$ cat config.mk
export PLATFORM = sky130hd
export DESIGN_NAME = rfm_reg_bank
export DESIGN_NICKNAME = d
export VERILOG_FILES = /design/src/verilog/rfm_pkg.sv /design/src/verilog/rfm_reg_bank.sv
export SDC_FILE = /design/constraint.sdc
export NUM_CORES = 1
export LEC_CHECK = 0
export BUFFER_PORTS_ARGS = -buffer_cell sky130_fd_sc_hd__buf_2
export CAP_MARGIN = 20
export CORE_MARGIN = 2
export CORE_UTILIZATION = 35
export CTS_BUF_LIST = sky130_fd_sc_hd__clkbuf_8
export DETAILED_ROUTE_END_ITERATION = 16
export PLACE_DENSITY = 0.62
export SETUP_SLACK_MARGIN = 0.2
export SYNTH_ARGS = -nofsm -noshare
export SYNTH_HDL_FRONTEND = slang
export SYNTH_SLANG_ARGS = --single-unit
$ cat constraint.sdc
create_clock -name aclk -period 3 [get_ports aclk]
set_clock_uncertainty 0.15 [all_clocks]
set_input_delay 0.15 -clock aclk [delete_from_list [all_inputs] [get_ports aclk]]
set_output_delay 0.15 -clock aclk [all_outputs]
set_load 0.005 [all_outputs]
$ cat src/verilog/rfm_pkg.sv
/*
 * Package for the reference frequency mode register bank: register
 * offsets, reset values, field layout, mode encoding and carrier structs.
 * Assumes a 32-bit AXI4-Lite bus with one register per aligned word.
 */
package rfm_pkg;

  // ==========================================================
  // Register indices; the byte address is four times the index
  // ==========================================================
  localparam logic [7:0] RFM_IDX_MODE_LOW = 8'h65;
  localparam logic [7:0] RFM_IDX_MODE_HIGH = 8'h66;
  localparam logic [7:0] RFM_IDX_MULT_LO = 8'h67;
  localparam logic [7:0] RFM_IDX_MULT_HI = 8'h68;
  localparam logic [7:0] RFM_IDX_SHORT_LOW = 8'h69;
  localparam logic [7:0] RFM_IDX_SHORT_HIGH = 8'h6a;
  localparam logic [7:0] RFM_IDX_COARSE_LO = 8'h6b;
  localparam logic [7:0] RFM_IDX_COARSE_HI = 8'h6c;
  localparam int RFM_ADDR_W = 10;

  // ==========================================================
  // Reset values and field layout
  // ==========================================================
  localparam logic [7:0] RFM_RESET_BYTE = 8'h00;
  localparam logic [13:0] RFM_RESET_MULT = 14'h0000;
  localparam logic [15:0] RFM_RESET_COARSE = 16'h0000;
  localparam int RFM_MULT_HI_W = 6;
  localparam int RFM_MODE_W = 2;
  localparam int RFM_INPUTS_PER_REG = 4;
  localparam int RFM_BASE_RATE_KHZ = 8;

  // AXI responses
  localparam logic [1:0] RFM_RESP_OKAY = 2'h0;
  localparam logic [1:0] RFM_RESP_SLVERR = 2'h2;

  // Per-input frequency mode encoding
  typedef enum logic [1:0] {
    RFM_MODE_AUTO = 2'b00,
    RFM_MODE_CUSTOM_A = 2'b01,
    RFM_MODE_CUSTOM_B = 2'b10,
    RFM_MODE_RESERVED = 2'b11
  } rfm_mode_t;

  // Custom A setting bundle handed to the monitors
  typedef struct packed {
    logic [13:0] multiplier;
    logic [7:0] short_lower;
    logic [7:0] short_upper;
    logic [15:0] coarse_lower;
  } rfm_custom_a_t;

  // Per-input monitor setting: custom A and custom B flags plus chosen values
  typedef struct packed {
    logic use_custom_a;
    logic use_custom_b;
    rfm_custom_a_t setting;
  } rfm_monitor_cfg_t;

endpackage : rfm_pkg

$ cat src/verilog/rfm_reg_bank.sv
/*
 * Reference frequency mode register bank with an AXI4-Lite slave.
 * Holds the per-input mode fields and the custom A settings, and steers
 * each input's monitor configuration from them.
 * Assumes one clock, a synchronous active-low reset, and a master that
 * keeps at most one write and one read outstanding.
 */
// The AXI4-Lite interface to the registers was chosen for this implementation.
// Summary of operation
// - Two-bit mode: auto, custom A, custom B, reserved
// - Inputs 0-3 modes in first mode register
// - Inputs 4-7 modes in second mode register
// - Custom A rate is 14-bit multiple of 8 kHz
// - Multiplier bits 13:8 in high byte, 7:6 reserved
// - Short-cycle monitor lower limit, 8 bits
// - Short-cycle monitor upper limit, 8 bits
// - Coarse monitor low limit low byte
// - Every register resets to zero
// - Coarse monitor low limit high byte
`timescale 1ns/1ps

module rfm_reg_bank
  import rfm_pkg::*;
#(
  parameter int NUM_INPUTS = 8
) (
  input wire logic aclk,
  input wire logic aresetn,
  // Write address channel
  input wire logic [RFM_ADDR_W-1:0] s_axi_awaddr,
  input wire logic s_axi_awvalid,
  output logic s_axi_awready,
  // Write data channel
  input wire logic [31:0] s_axi_wdata,
  input wire logic [3:0] s_axi_wstrb,
  input wire logic s_axi_wvalid,
  output logic s_axi_wready,
  // Write response channel
  output logic [1:0] s_axi_bresp,
  output logic s_axi_bvalid,
  input wire logic s_axi_bready,
  // Read address channel
  input wire logic [RFM_ADDR_W-1:0] s_axi_araddr,
  input wire logic s_axi_arvalid,
  output logic s_axi_arready,
  // Read data channel
  output logic [31:0] s_axi_rdata,
  output logic [1:0] s_axi_rresp,
  output logic s_axi_rvalid,
  input wire logic s_axi_rready,
  // Per-input monitor configuration
  output rfm_monitor_cfg_t monitor_cfg [NUM_INPUTS]
);

  // ==========================================================
  // Register storage
  // ==========================================================
  logic [7:0] input_freq_mode_low_r, input_freq_mode_low_nxt;
  logic [7:0] input_freq_mode_high_r, input_freq_mode_high_nxt;
  logic [7:0] custom_a_multiplier_lo_r, custom_a_multiplier_lo_nxt;
  logic [5:0] custom_a_multiplier_hi_r, custom_a_multiplier_hi_nxt;
  logic [7:0] custom_a_short_monitor_low_limit_r;
  logic [7:0] custom_a_short_monitor_low_limit_nxt;
  logic [7:0] custom_a_short_monitor_high_limit_r;
  logic [7:0] custom_a_short_monitor_high_limit_nxt;
  logic [7:0] custom_a_coarse_monitor_low_limit_lo_r;
  logic [7:0] custom_a_coarse_monitor_low_limit_lo_nxt;
  logic [7:0] custom_a_coarse_monitor_low_limit_hi_r;
  logic [7:0] custom_a_coarse_monitor_low_limit_hi_nxt;

  // ==========================================================
  // Bus slave state
  // ==========================================================
  logic aw_held_r, aw_held_nxt; // Write address captured
  logic w_held_r, w_held_nxt; // Write data captured
  logic [RFM_ADDR_W-1:0] aw_addr_r, aw_addr_nxt;
  logic [7:0] w_byte_r, w_byte_nxt; // Only lane 0 carries data
  logic w_lane0_r, w_lane0_nxt; // Byte lane 0 enabled
  logic awready_r, awready_nxt;
  logic wready_r, wready_nxt;
  logic bvalid_r, bvalid_nxt;
  logic [1:0] bresp_r, bresp_nxt;
  logic arready_r, arready_nxt;
  logic rvalid_r, rvalid_nxt;
  logic [1:0] rresp_r, rresp_nxt;
  logic [31:0] rdata_r, rdata_nxt;
  rfm_monitor_cfg_t cfg_r [NUM_INPUTS];
  rfm_monitor_cfg_t cfg_nxt [NUM_INPUTS];

  // Register-word decode of a byte address; unaligned addresses miss
  function automatic logic [7:0] word_of(input logic [RFM_ADDR_W-1:0] a);
    word_of = a[9:2];
  endfunction : word_of

  function automatic logic is_mapped(input logic [RFM_ADDR_W-1:0] a);
    logic [7:0] w;
    w = word_of(a);
    is_mapped = (a[1:0] == 2'h0) && (w >= RFM_IDX_MODE_LOW)
      && (w <= RFM_IDX_COARSE_HI);
  endfunction : is_mapped

  // ==========================================================
  // Write path: accept address and data in either order
  // ==========================================================
  logic do_write;
  assign do_write = aw_held_r && w_held_r && !bvalid_r;

  always_comb begin
    aw_held_nxt = aw_held_r;
    w_held_nxt = w_held_r;
    aw_addr_nxt = aw_addr_r;
    w_byte_nxt = w_byte_r;
    w_lane0_nxt = w_lane0_r;
    bvalid_nxt = bvalid_r;
    bresp_nxt = bresp_r;
    // Ready only while the channel slot is empty
    awready_nxt = !aw_held_r && !(s_axi_awvalid && awready_r);
    wready_nxt = !w_held_r && !(s_axi_wvalid && wready_r);
    if (s_axi_awvalid && awready_r) begin
      aw_held_nxt = 1'b1;
      aw_addr_nxt = s_axi_awaddr;
    end
    if (s_axi_wvalid && wready_r) begin
      w_held_nxt = 1'b1;
      w_byte_nxt = s_axi_wdata[7:0];
      w_lane0_nxt = s_axi_wstrb[0];
    end
    if (do_write) begin
      // Both halves present: commit and answer
      aw_held_nxt = 1'b0;
      w_held_nxt = 1'b0;
      bvalid_nxt = 1'b1;
      bresp_nxt = is_mapped(aw_addr_r) ? RFM_RESP_OKAY : RFM_RESP_SLVERR;
    end else if (bvalid_r && s_axi_bready) begin
      bvalid_nxt = 1'b0;
      awready_nxt = 1'b1;
      wready_nxt = 1'b1;
    end
    // Hold both readies low while a response is pending
    if (bvalid_nxt) begin
      awready_nxt = 1'b0;
      wready_nxt = 1'b0;
    end
  end

  // ==========================================================
  // Register update from a committed write
  // ==========================================================
  always_comb begin
    logic [7:0] w;
    w = word_of(aw_addr_r);
    input_freq_mode_low_nxt = input_freq_mode_low_r;
    input_freq_mode_high_nxt = input_freq_mode_high_r;
    custom_a_multiplier_lo_nxt = custom_a_multiplier_lo_r;
    custom_a_multiplier_hi_nxt = custom_a_multiplier_hi_r;
    custom_a_short_monitor_low_limit_nxt = custom_a_short_monitor_low_limit_r;
    custom_a_short_monitor_high_limit_nxt =
      custom_a_short_monitor_high_limit_r;
    custom_a_coarse_monitor_low_limit_lo_nxt =
      custom_a_coarse_monitor_low_limit_lo_r;
    custom_a_coarse_monitor_low_limit_hi_nxt =
      custom_a_coarse_monitor_low_limit_hi_r;
    // A cleared strobe on lane 0 leaves the register untouched
    if (do_write && w_lane0_r && is_mapped(aw_addr_r)) begin
      if (w == RFM_IDX_MODE_LOW) begin
        input_freq_mode_low_nxt = w_byte_r;
      end else if (w == RFM_IDX_MODE_HIGH) begin
        input_freq_mode_high_nxt = w_byte_r;
      end else if (w == RFM_IDX_MULT_LO) begin
        custom_a_multiplier_lo_nxt = w_byte_r;
      end else if (w == RFM_IDX_MULT_HI) begin
        // Reserved bits 7:6 are not stored and read as zero
        custom_a_multiplier_hi_nxt = w_byte_r[RFM_MULT_HI_W-1:0];
      end else if (w == RFM_IDX_SHORT_LOW) begin
        custom_a_short_monitor_low_limit_nxt = w_byte_r;
      end else if (w == RFM_IDX_SHORT_HIGH) begin
        custom_a_short_monitor_high_limit_nxt = w_byte_r;
      end else if (w == RFM_IDX_COARSE_LO) begin
        custom_a_coarse_monitor_low_limit_lo_nxt = w_byte_r;
      end else begin
        custom_a_coarse_monitor_low_limit_hi_nxt = w_byte_r;
      end
    end
  end

  // ==========================================================
  // Read path: one read at a time, answer one cycle after address
  // ==========================================================
  always_comb begin
    logic [7:0] w;
    w = word_of(s_axi_araddr);
    arready_nxt = !rvalid_r; // Ready whenever no answer is pending
    rvalid_nxt = rvalid_r;
    rresp_nxt = rresp_r;
    rdata_nxt = rdata_r;
    if (s_axi_arvalid && arready_r) begin
      arready_nxt = 1'b0;
      rvalid_nxt = 1'b1;
      rresp_nxt = is_mapped(s_axi_araddr) ? RFM_RESP_OKAY : RFM_RESP_SLVERR;
      rdata_nxt = 32'h0000_0000; // Unused upper bits read zero
      if (!is_mapped(s_axi_araddr)) begin
        rdata_nxt = 32'h0000_0000;
      end else if (w == RFM_IDX_MODE_LOW) begin
        rdata_nxt[7:0] = input_freq_mode_low_r;
      end else if (w == RFM_IDX_MODE_HIGH) begin
        rdata_nxt[7:0] = input_freq_mode_high_r;
      end else if (w == RFM_IDX_MULT_LO) begin
        rdata_nxt[7:0] = custom_a_multiplier_lo_r;
      end else if (w == RFM_IDX_MULT_HI) begin
        rdata_nxt[7:0] = {2'h0, custom_a_multiplier_hi_r};
      end else if (w == RFM_IDX_SHORT_LOW) begin
        rdata_nxt[7:0] = custom_a_short_monitor_low_limit_r;
      end else if (w == RFM_IDX_SHORT_HIGH) begin
        rdata_nxt[7:0] = custom_a_short_monitor_high_limit_r;
      end else if (w == RFM_IDX_COARSE_LO) begin
        rdata_nxt[7:0] = custom_a_coarse_monitor_low_limit_lo_r;
      end else begin
        rdata_nxt[7:0] = custom_a_coarse_monitor_low_limit_hi_r;
      end
    end else if (rvalid_r && s_axi_rready) begin
      rvalid_nxt = 1'b0;
      arready_nxt = 1'b1;
    end
  end

  // ==========================================================
  // Per-input monitor selection
  // ==========================================================
  always_comb begin
    rfm_custom_a_t cust;
    cust.multiplier = {custom_a_multiplier_hi_r,
      custom_a_multiplier_lo_r};
    cust.short_lower = custom_a_short_monitor_low_limit_r;
    cust.short_upper = custom_a_short_monitor_high_limit_r;
    cust.coarse_lower = {custom_a_coarse_monitor_low_limit_hi_r,
      custom_a_coarse_monitor_low_limit_lo_r};
    for (int i = 0; i < NUM_INPUTS; i++) begin
      rfm_mode_t m;
      logic [15:0] both;
      both = {input_freq_mode_high_r, input_freq_mode_low_r};
      m = rfm_mode_t'(both[(i % (2 * RFM_INPUTS_PER_REG)) * RFM_MODE_W
        +: RFM_MODE_W]);
      // Reserved code falls back to automatic detection
      cfg_nxt[i].use_custom_a = (m == RFM_MODE_CUSTOM_A);
      cfg_nxt[i].use_custom_b = (m == RFM_MODE_CUSTOM_B);
      cfg_nxt[i].setting = (m == RFM_MODE_CUSTOM_A) ? cust : '0;
    end
  end

  // ==========================================================
  // State registers
  // ==========================================================
  always_ff @(posedge aclk) begin
    if (!aresetn) begin
      input_freq_mode_low_r <= RFM_RESET_BYTE;
      input_freq_mode_high_r <= RFM_RESET_BYTE;
      custom_a_multiplier_lo_r <= RFM_RESET_BYTE;
      custom_a_multiplier_hi_r <= RFM_RESET_MULT[13:8];
      custom_a_short_monitor_low_limit_r <= RFM_RESET_BYTE;
      custom_a_short_monitor_high_limit_r <= RFM_RESET_BYTE;
      custom_a_coarse_monitor_low_limit_lo_r <= RFM_RESET_BYTE;
      custom_a_coarse_monitor_low_limit_hi_r <= RFM_RESET_BYTE;
      aw_held_r <= 1'b0;
      w_held_r <= 1'b0;
      aw_addr_r <= '0;
      w_byte_r <= RFM_RESET_BYTE;
      w_lane0_r <= 1'b0;
      awready_r <= 1'b0;
      wready_r <= 1'b0;
      bvalid_r <= 1'b0;
      bresp_r <= RFM_RESP_OKAY;
      arready_r <= 1'b0;
      rvalid_r <= 1'b0;
      rresp_r <= RFM_RESP_OKAY;
      rdata_r <= 32'h0000_0000;
      for (int i = 0; i < NUM_INPUTS; i++) begin
        cfg_r[i] <= '0;
      end
    end else begin
      input_freq_mode_low_r <= input_freq_mode_low_nxt;
      input_freq_mode_high_r <= input_freq_mode_high_nxt;
      custom_a_multiplier_lo_r <= custom_a_multiplier_lo_nxt;
      custom_a_multiplier_hi_r <= custom_a_multiplier_hi_nxt;
      custom_a_short_monitor_low_limit_r <=
        custom_a_short_monitor_low_limit_nxt;
      custom_a_short_monitor_high_limit_r <=
        custom_a_short_monitor_high_limit_nxt;
      custom_a_coarse_monitor_low_limit_lo_r <=
        custom_a_coarse_monitor_low_limit_lo_nxt;
      custom_a_coarse_monitor_low_limit_hi_r <=
        custom_a_coarse_monitor_low_limit_hi_nxt;
      aw_held_r <= aw_held_nxt;
      w_held_r <= w_held_nxt;
      aw_addr_r <= aw_addr_nxt;
      w_byte_r <= w_byte_nxt;
      w_lane0_r <= w_lane0_nxt;
      awready_r <= awready_nxt;
      wready_r <= wready_nxt;
      bvalid_r <= bvalid_nxt;
      bresp_r <= bresp_nxt;
      arready_r <= arready_nxt;
      rvalid_r <= rvalid_nxt;
      rresp_r <= rresp_nxt;
      rdata_r <= rdata_nxt;
      for (int i = 0; i < NUM_INPUTS; i++) begin
        cfg_r[i] <= cfg_nxt[i];
      end
    end
  end

  // Outputs straight from flip-flops
  assign s_axi_awready = awready_r;
  assign s_axi_wready = wready_r;
  assign s_axi_bvalid = bvalid_r;
  assign s_axi_bresp = bresp_r;
  assign s_axi_arready = arready_r;
  assign s_axi_rvalid = rvalid_r;
  assign s_axi_rresp = rresp_r;
  assign s_axi_rdata = rdata_r;
  assign monitor_cfg = cfg_r;

  // ==========================================================
  // Checks
  // ==========================================================
  a_mode_custom_a: assert property (@(posedge aclk) disable iff (!aresetn)
    (input_freq_mode_low_r[1:0] == 2'b01) |=> cfg_r[0].use_custom_a)
    else $error("Input 0 custom A not selected");
  a_mode_low_pos: assert property (@(posedge aclk) disable iff (!aresetn)
    1'b1 |=> cfg_r[3].use_custom_b
      == ($past(input_freq_mode_low_r[7:6]) == 2'b10))
    else $error("Input 3 mode field misplaced");
  a_mode_high_pos: assert property (@(posedge aclk) disable iff (!aresetn)
    1'b1 |=> cfg_r[6].use_custom_a
      == ($past(input_freq_mode_high_r[5:4]) == 2'b01))
    else $error("Input 6 mode field misplaced");
  a_mult_join: assert property (@(posedge aclk) disable iff (!aresetn)
    cfg_r[0].use_custom_a |-> cfg_r[0].setting.multiplier[7:0]
      == $past(custom_a_multiplier_lo_r))
    else $error("Multiplier low bits wrong");
  a_mult_reserved: assert property (@(posedge aclk) disable iff (!aresetn)
    rvalid_r && rresp_r == RFM_RESP_OKAY && $past(s_axi_araddr)
      == {RFM_IDX_MULT_HI, 2'h0} |-> rdata_r[7:6] == 2'h0)
    else $error("Reserved multiplier bits read nonzero");
  a_short_low_wr: assert property (@(posedge aclk) disable iff (!aresetn)
    do_write && w_lane0_r && aw_addr_r == {RFM_IDX_SHORT_LOW, 2'h0}
      |=> custom_a_short_monitor_low_limit_r == $past(w_byte_r))
    else $error("Short low limit not written");
  a_short_high_wr: assert property (@(posedge aclk) disable iff (!aresetn)
    do_write && w_lane0_r && aw_addr_r == {RFM_IDX_SHORT_HIGH, 2'h0}
      |=> custom_a_short_monitor_high_limit_r == $past(w_byte_r))
    else $error("Short high limit not written");
  a_coarse_lo_wr: assert property (@(posedge aclk) disable iff (!aresetn)
    do_write && w_lane0_r && aw_addr_r == {RFM_IDX_COARSE_LO, 2'h0}
      |=> ##1 (!cfg_r[1].use_custom_a
      || cfg_r[1].setting.coarse_lower[7:0] == $past(w_byte_r, 2)))
    else $error("Coarse low byte not applied");
  a_reset_zero: assert property (@(posedge aclk)
    !aresetn |=> input_freq_mode_low_r == 8'h00
      && custom_a_coarse_monitor_low_limit_hi_r == 8'h00)
    else $error("Register not zero after reset");
  a_coarse_hi_wr: assert property (@(posedge aclk) disable iff (!aresetn)
    do_write && w_lane0_r && aw_addr_r == {RFM_IDX_COARSE_HI, 2'h0}
      |=> custom_a_coarse_monitor_low_limit_hi_r == $past(w_byte_r))
    else $error("Coarse high byte not written");
  a_auto_no_cust: assert property (@(posedge aclk) disable iff (!aresetn)
    !cfg_r[7].use_custom_a |-> cfg_r[7].setting == '0)
    else $error("Non custom A input carries custom values");

endmodule : rfm_reg_bank

==> out/results.ini <==
[sta]
fin_crit_ps = 2720
final-setup-viol-count = 0
rsz0062_at_grt = false
worst_pin_slew_ps = 742
fin_ws_ps = 275
slew_headroom = 0.502
hold_violations = 0
slew_violations = 0
fmax_mhz = 367
min_period_over_period = 0.908
tns_ps = 0

[cells_and_area]
areaGrowthSynthToFinish_pct = 33.9
drive_above_1_share = 0.317
fin_cells = 2425
fin_nets = 1896
final_common_cell = dfxtp_1
layout_common_cells = 482 x dfxtp_1, 434 x buf_2, 371 x and2_1

[grt]
grt_max_degree = 74
grtUsageTotal = 0.207
grt_pass1_vias = 10500
grt_antenna_before_repair = 0
grt_pass1_wl_um = 66700
overflow = 0

[logic_synthesis]
avgSynthCellArea_um2 = 11.3
synth_area_um2 = 14700
netlist.area_leader.share = 0.655
synthMuxAreaShare = 0.0565
synth_edf_count = 0
synthAdderAreaFrac = 0
yosysTopAreaCell = dfxtp_1
yosysUniqueCellTypes = 54
synth-compound-area-share = 0.0299
synth-xor-area-share = 0.00119
synth_top_family_by_area = simple AND/OR/NAND/NOR gates
synth_ff_type = dfxtp_1
async_flop_share = 0
synth_seq_cells = 482
syn_inst = 1299
yosys.area_share.simple = 0.225
ys_warn_count = 0
ys_seq_area_frac = 0.655
synth.area.top_cells = dfxtp_1 66%, and2_1 16%, mux2i_1 4.4%

[placement]
place_ws_ps = 710
dp_hpwl_um = 30100
gp_congestion = 0.861
dp_cells = 2218
io_buffers = 434

[power_and_ir_drop]
power-per-cell-area_nw_per_um2 = 626
leakagePower_nw = 9.29
peakVddDrop_mv = 0.455

[worst_setup_path]
end_kind = flop
start_kind = primary input
slowest_stage = dlygate4sd3_1
path_buf_inv = 4
slowest_delay_ps = 620
r2r_cells = 5
crit_type = in2reg
critPathTopFamily = buffers and inverters
crit_path_cell_trace = dlygate4sd3_1 > buf_2 > or3_1 > dlygate4sd3_1 > nor3_2 > o221ai_1 > dlygate4sd3_1 > nand2_1
cp_common_cell = dlygate4sd3_1
r2r-start = custom_a_short_monitor_high_limit_r[0]$_SDFFE_PN0P_
timing.rr.end = s_axi_rdata[0]$_SDFFE_PN0P_
cp.arrival_ps = 3160
critical_path.max_fanout = 7
required_ps = 3440
r2r_setup_slack_ps = 600

[drt]
first_pass_iters = 5
post-route-drc-count = 0
routed_wl_um = 46200
drt-initial-drc-count = 662
num_vias = 10800
final_antenna_net_count = 0
wire_per_inst_um = 19.1
avgViaCountPerCell = 4.44

[clock_tree]
clockBufferDepth = 3
cts_resized = 0
cts_buffers = 78
cts.sinks = 482
cts_setup_buffers = 0
path_clk_slew_ps = 50
cts_max_level = 3
clock_latency_ps = 650
clockRootBuffer = clkbuf_8
cts_tree = yes

[worst_hold_path]
hp-class = in2reg
min-delay-start = s_axi_araddr[2]
holdPathStages = 4
holdPathEnd = s_axi_rdata[3]$_SDFFE_PN0P_

[floorplanning]
fp.dieArea_um2 = 43700
die_y_um = 209
num_io_pins = 488
rows = 75
start_util = 0.353
die_width_um = 209
core-area_um2 = 41800

[job]
drv_cap = 0

[run_status]
status = completed

## how the worst max path moves through the flow
stage | from | to | slack (ps) | cells past startpoint
2_1_floorplan | aw_addr_r[9]$_SDFFE_PN0P_ | custom_a_short_monitor_low_limit_r[0]$_SDFFE_PN0P_ | 1060 | 5
4_1_cts | s_axi_araddr[1] | s_axi_rdata[2]$_SDFFE_PN0P_ | 360 | 8
6_report | s_axi_araddr[1] | s_axi_rdata[2]$_SDFFE_PN0P_ | 280 | 8
5_1_grt | s_axi_araddr[1] | s_axi_rdata[2]$_SDFFE_PN0P_ | 230 | 8
3_5_place_dp | aw_addr_r[9]$_SDFFE_PN0P_ | custom_a_multiplier_lo_r[6]$_SDFFE_PN0P_ | 710 | 5
3_3_place_gp | aw_addr_r[9]$_SDFFE_PN0P_ | custom_a_multiplier_lo_r[5]$_SDFFE_PN0P_ | 750 | 5
## synthesized netlist by cell type, types with 2 or more instances
cell	count
a21oi_1	30
a221o_1	2
a22o_1	3
a2bb2oi_1	2
a32o_1	2
a32oi_1	5
and2_1	371
buf_1	6
buf_2	2
buf_4	26
clkbuf_1	62
dfxtp_1	482
inv_1	3
mux2_2	9
mux2i_1	64
mux4_2	4
nand2_1	64
nand2b_1	8
nand3_1	2
nand3b_1	3
nor2_1	80
nor2_2	3
nor3_1	6
nor3b_1	8
nor4_4	5
o211ai_1	2
o21ai_0	11
o221ai_1	3
o22ai_1	3
or3_1	4
## kinds of logic (layout without fill, tap and decap cells)
family / count (synthesis) / count (layout)
xor+xnor: 2 / 2
compound gates: 69 / 69
other cells: 1 / 30
mux: 77 / 77
simple gates: 568 / 568
flops: 482 / 482
buf+inv: 100 / 658
## through the flow
step | hold WS, ps | utilization | area (µm²) | total power [mW]
after detailed placement | 250 | 0.418 | 17400 | 6.76
after floorplan | 136 | - | 14800 | 6.72
final | 126 | 0.472 | 19700 | 12.3
after CTS | 47.9 | 0.472 | 19700 | 12.5
after global routing | 116 | 0.472 | 19700 | 12.8
after global placement | 244 | 0.418 | 17400 | 6.76
## layer usage
layer / vias to the layer above / GRT usage / share of wire
met5: - / 0 / 0
met4: 0 / 0.0818 / 0.026
met3: 72 / 0.0497 / 0.059
met2: 399 / 0.347 / 0.48
met1: 5130 / 0.256 / 0.43
li1: 5174 / - / -
## cell type report
cell class / count / area, µm²
repair buffers: 525 / 3090
flip-flops and latches: 482 / 9650
clock buffers: 92 / 1270
fillers: 3896 / 22000
multi-input cells: 742 / 4750
well taps: 539 / 674
inverters: 4 / 15.0
clock inverters: 37 / 272
diodes: 4 / 10.0
## state kept, by name (all words and copies together) (netlist names), 6 cells and up
name / flops
custom_a_short_monitor_high_limit_r: 8
aw_addr_r: 10
s_axi_rdata: 8
custom_a_short_monitor_low_limit_r: 8
input_freq_mode_low_r: 8
input_freq_mode_high_r: 8
w_byte_r: 8
monitor_cfg: 384
custom_a_coarse_monitor_low_limit_hi_r: 8
custom_a_coarse_monitor_low_limit_lo_r: 8
custom_a_multiplier_hi_r: 6
custom_a_multiplier_lo_r: 8
## report_power, final
group	switching [mW]	total, mW	internal, mW
combinational	0.118	0.232	0.114
clock	2.54	5.65	3.11
sequential	0.0375	6.46	6.42
total	2.69	12.3	9.65
## what timing repair did
item                                    in CTS  in global routing
hold buffers                                74                  0
hold endpoints to repair                    83                  0
endpoints found under the setup margin       0                  0
## worst reg2reg max path, cell delays in order, from the launching register on
cell and delay (ps):
dfxtp_1 530, mux4_2 550, mux2_2 280, o221ai_1 170
dlygate4sd3_1 570, nand2_1 50
No activity file was read; power rests on OpenSTA's default activity.
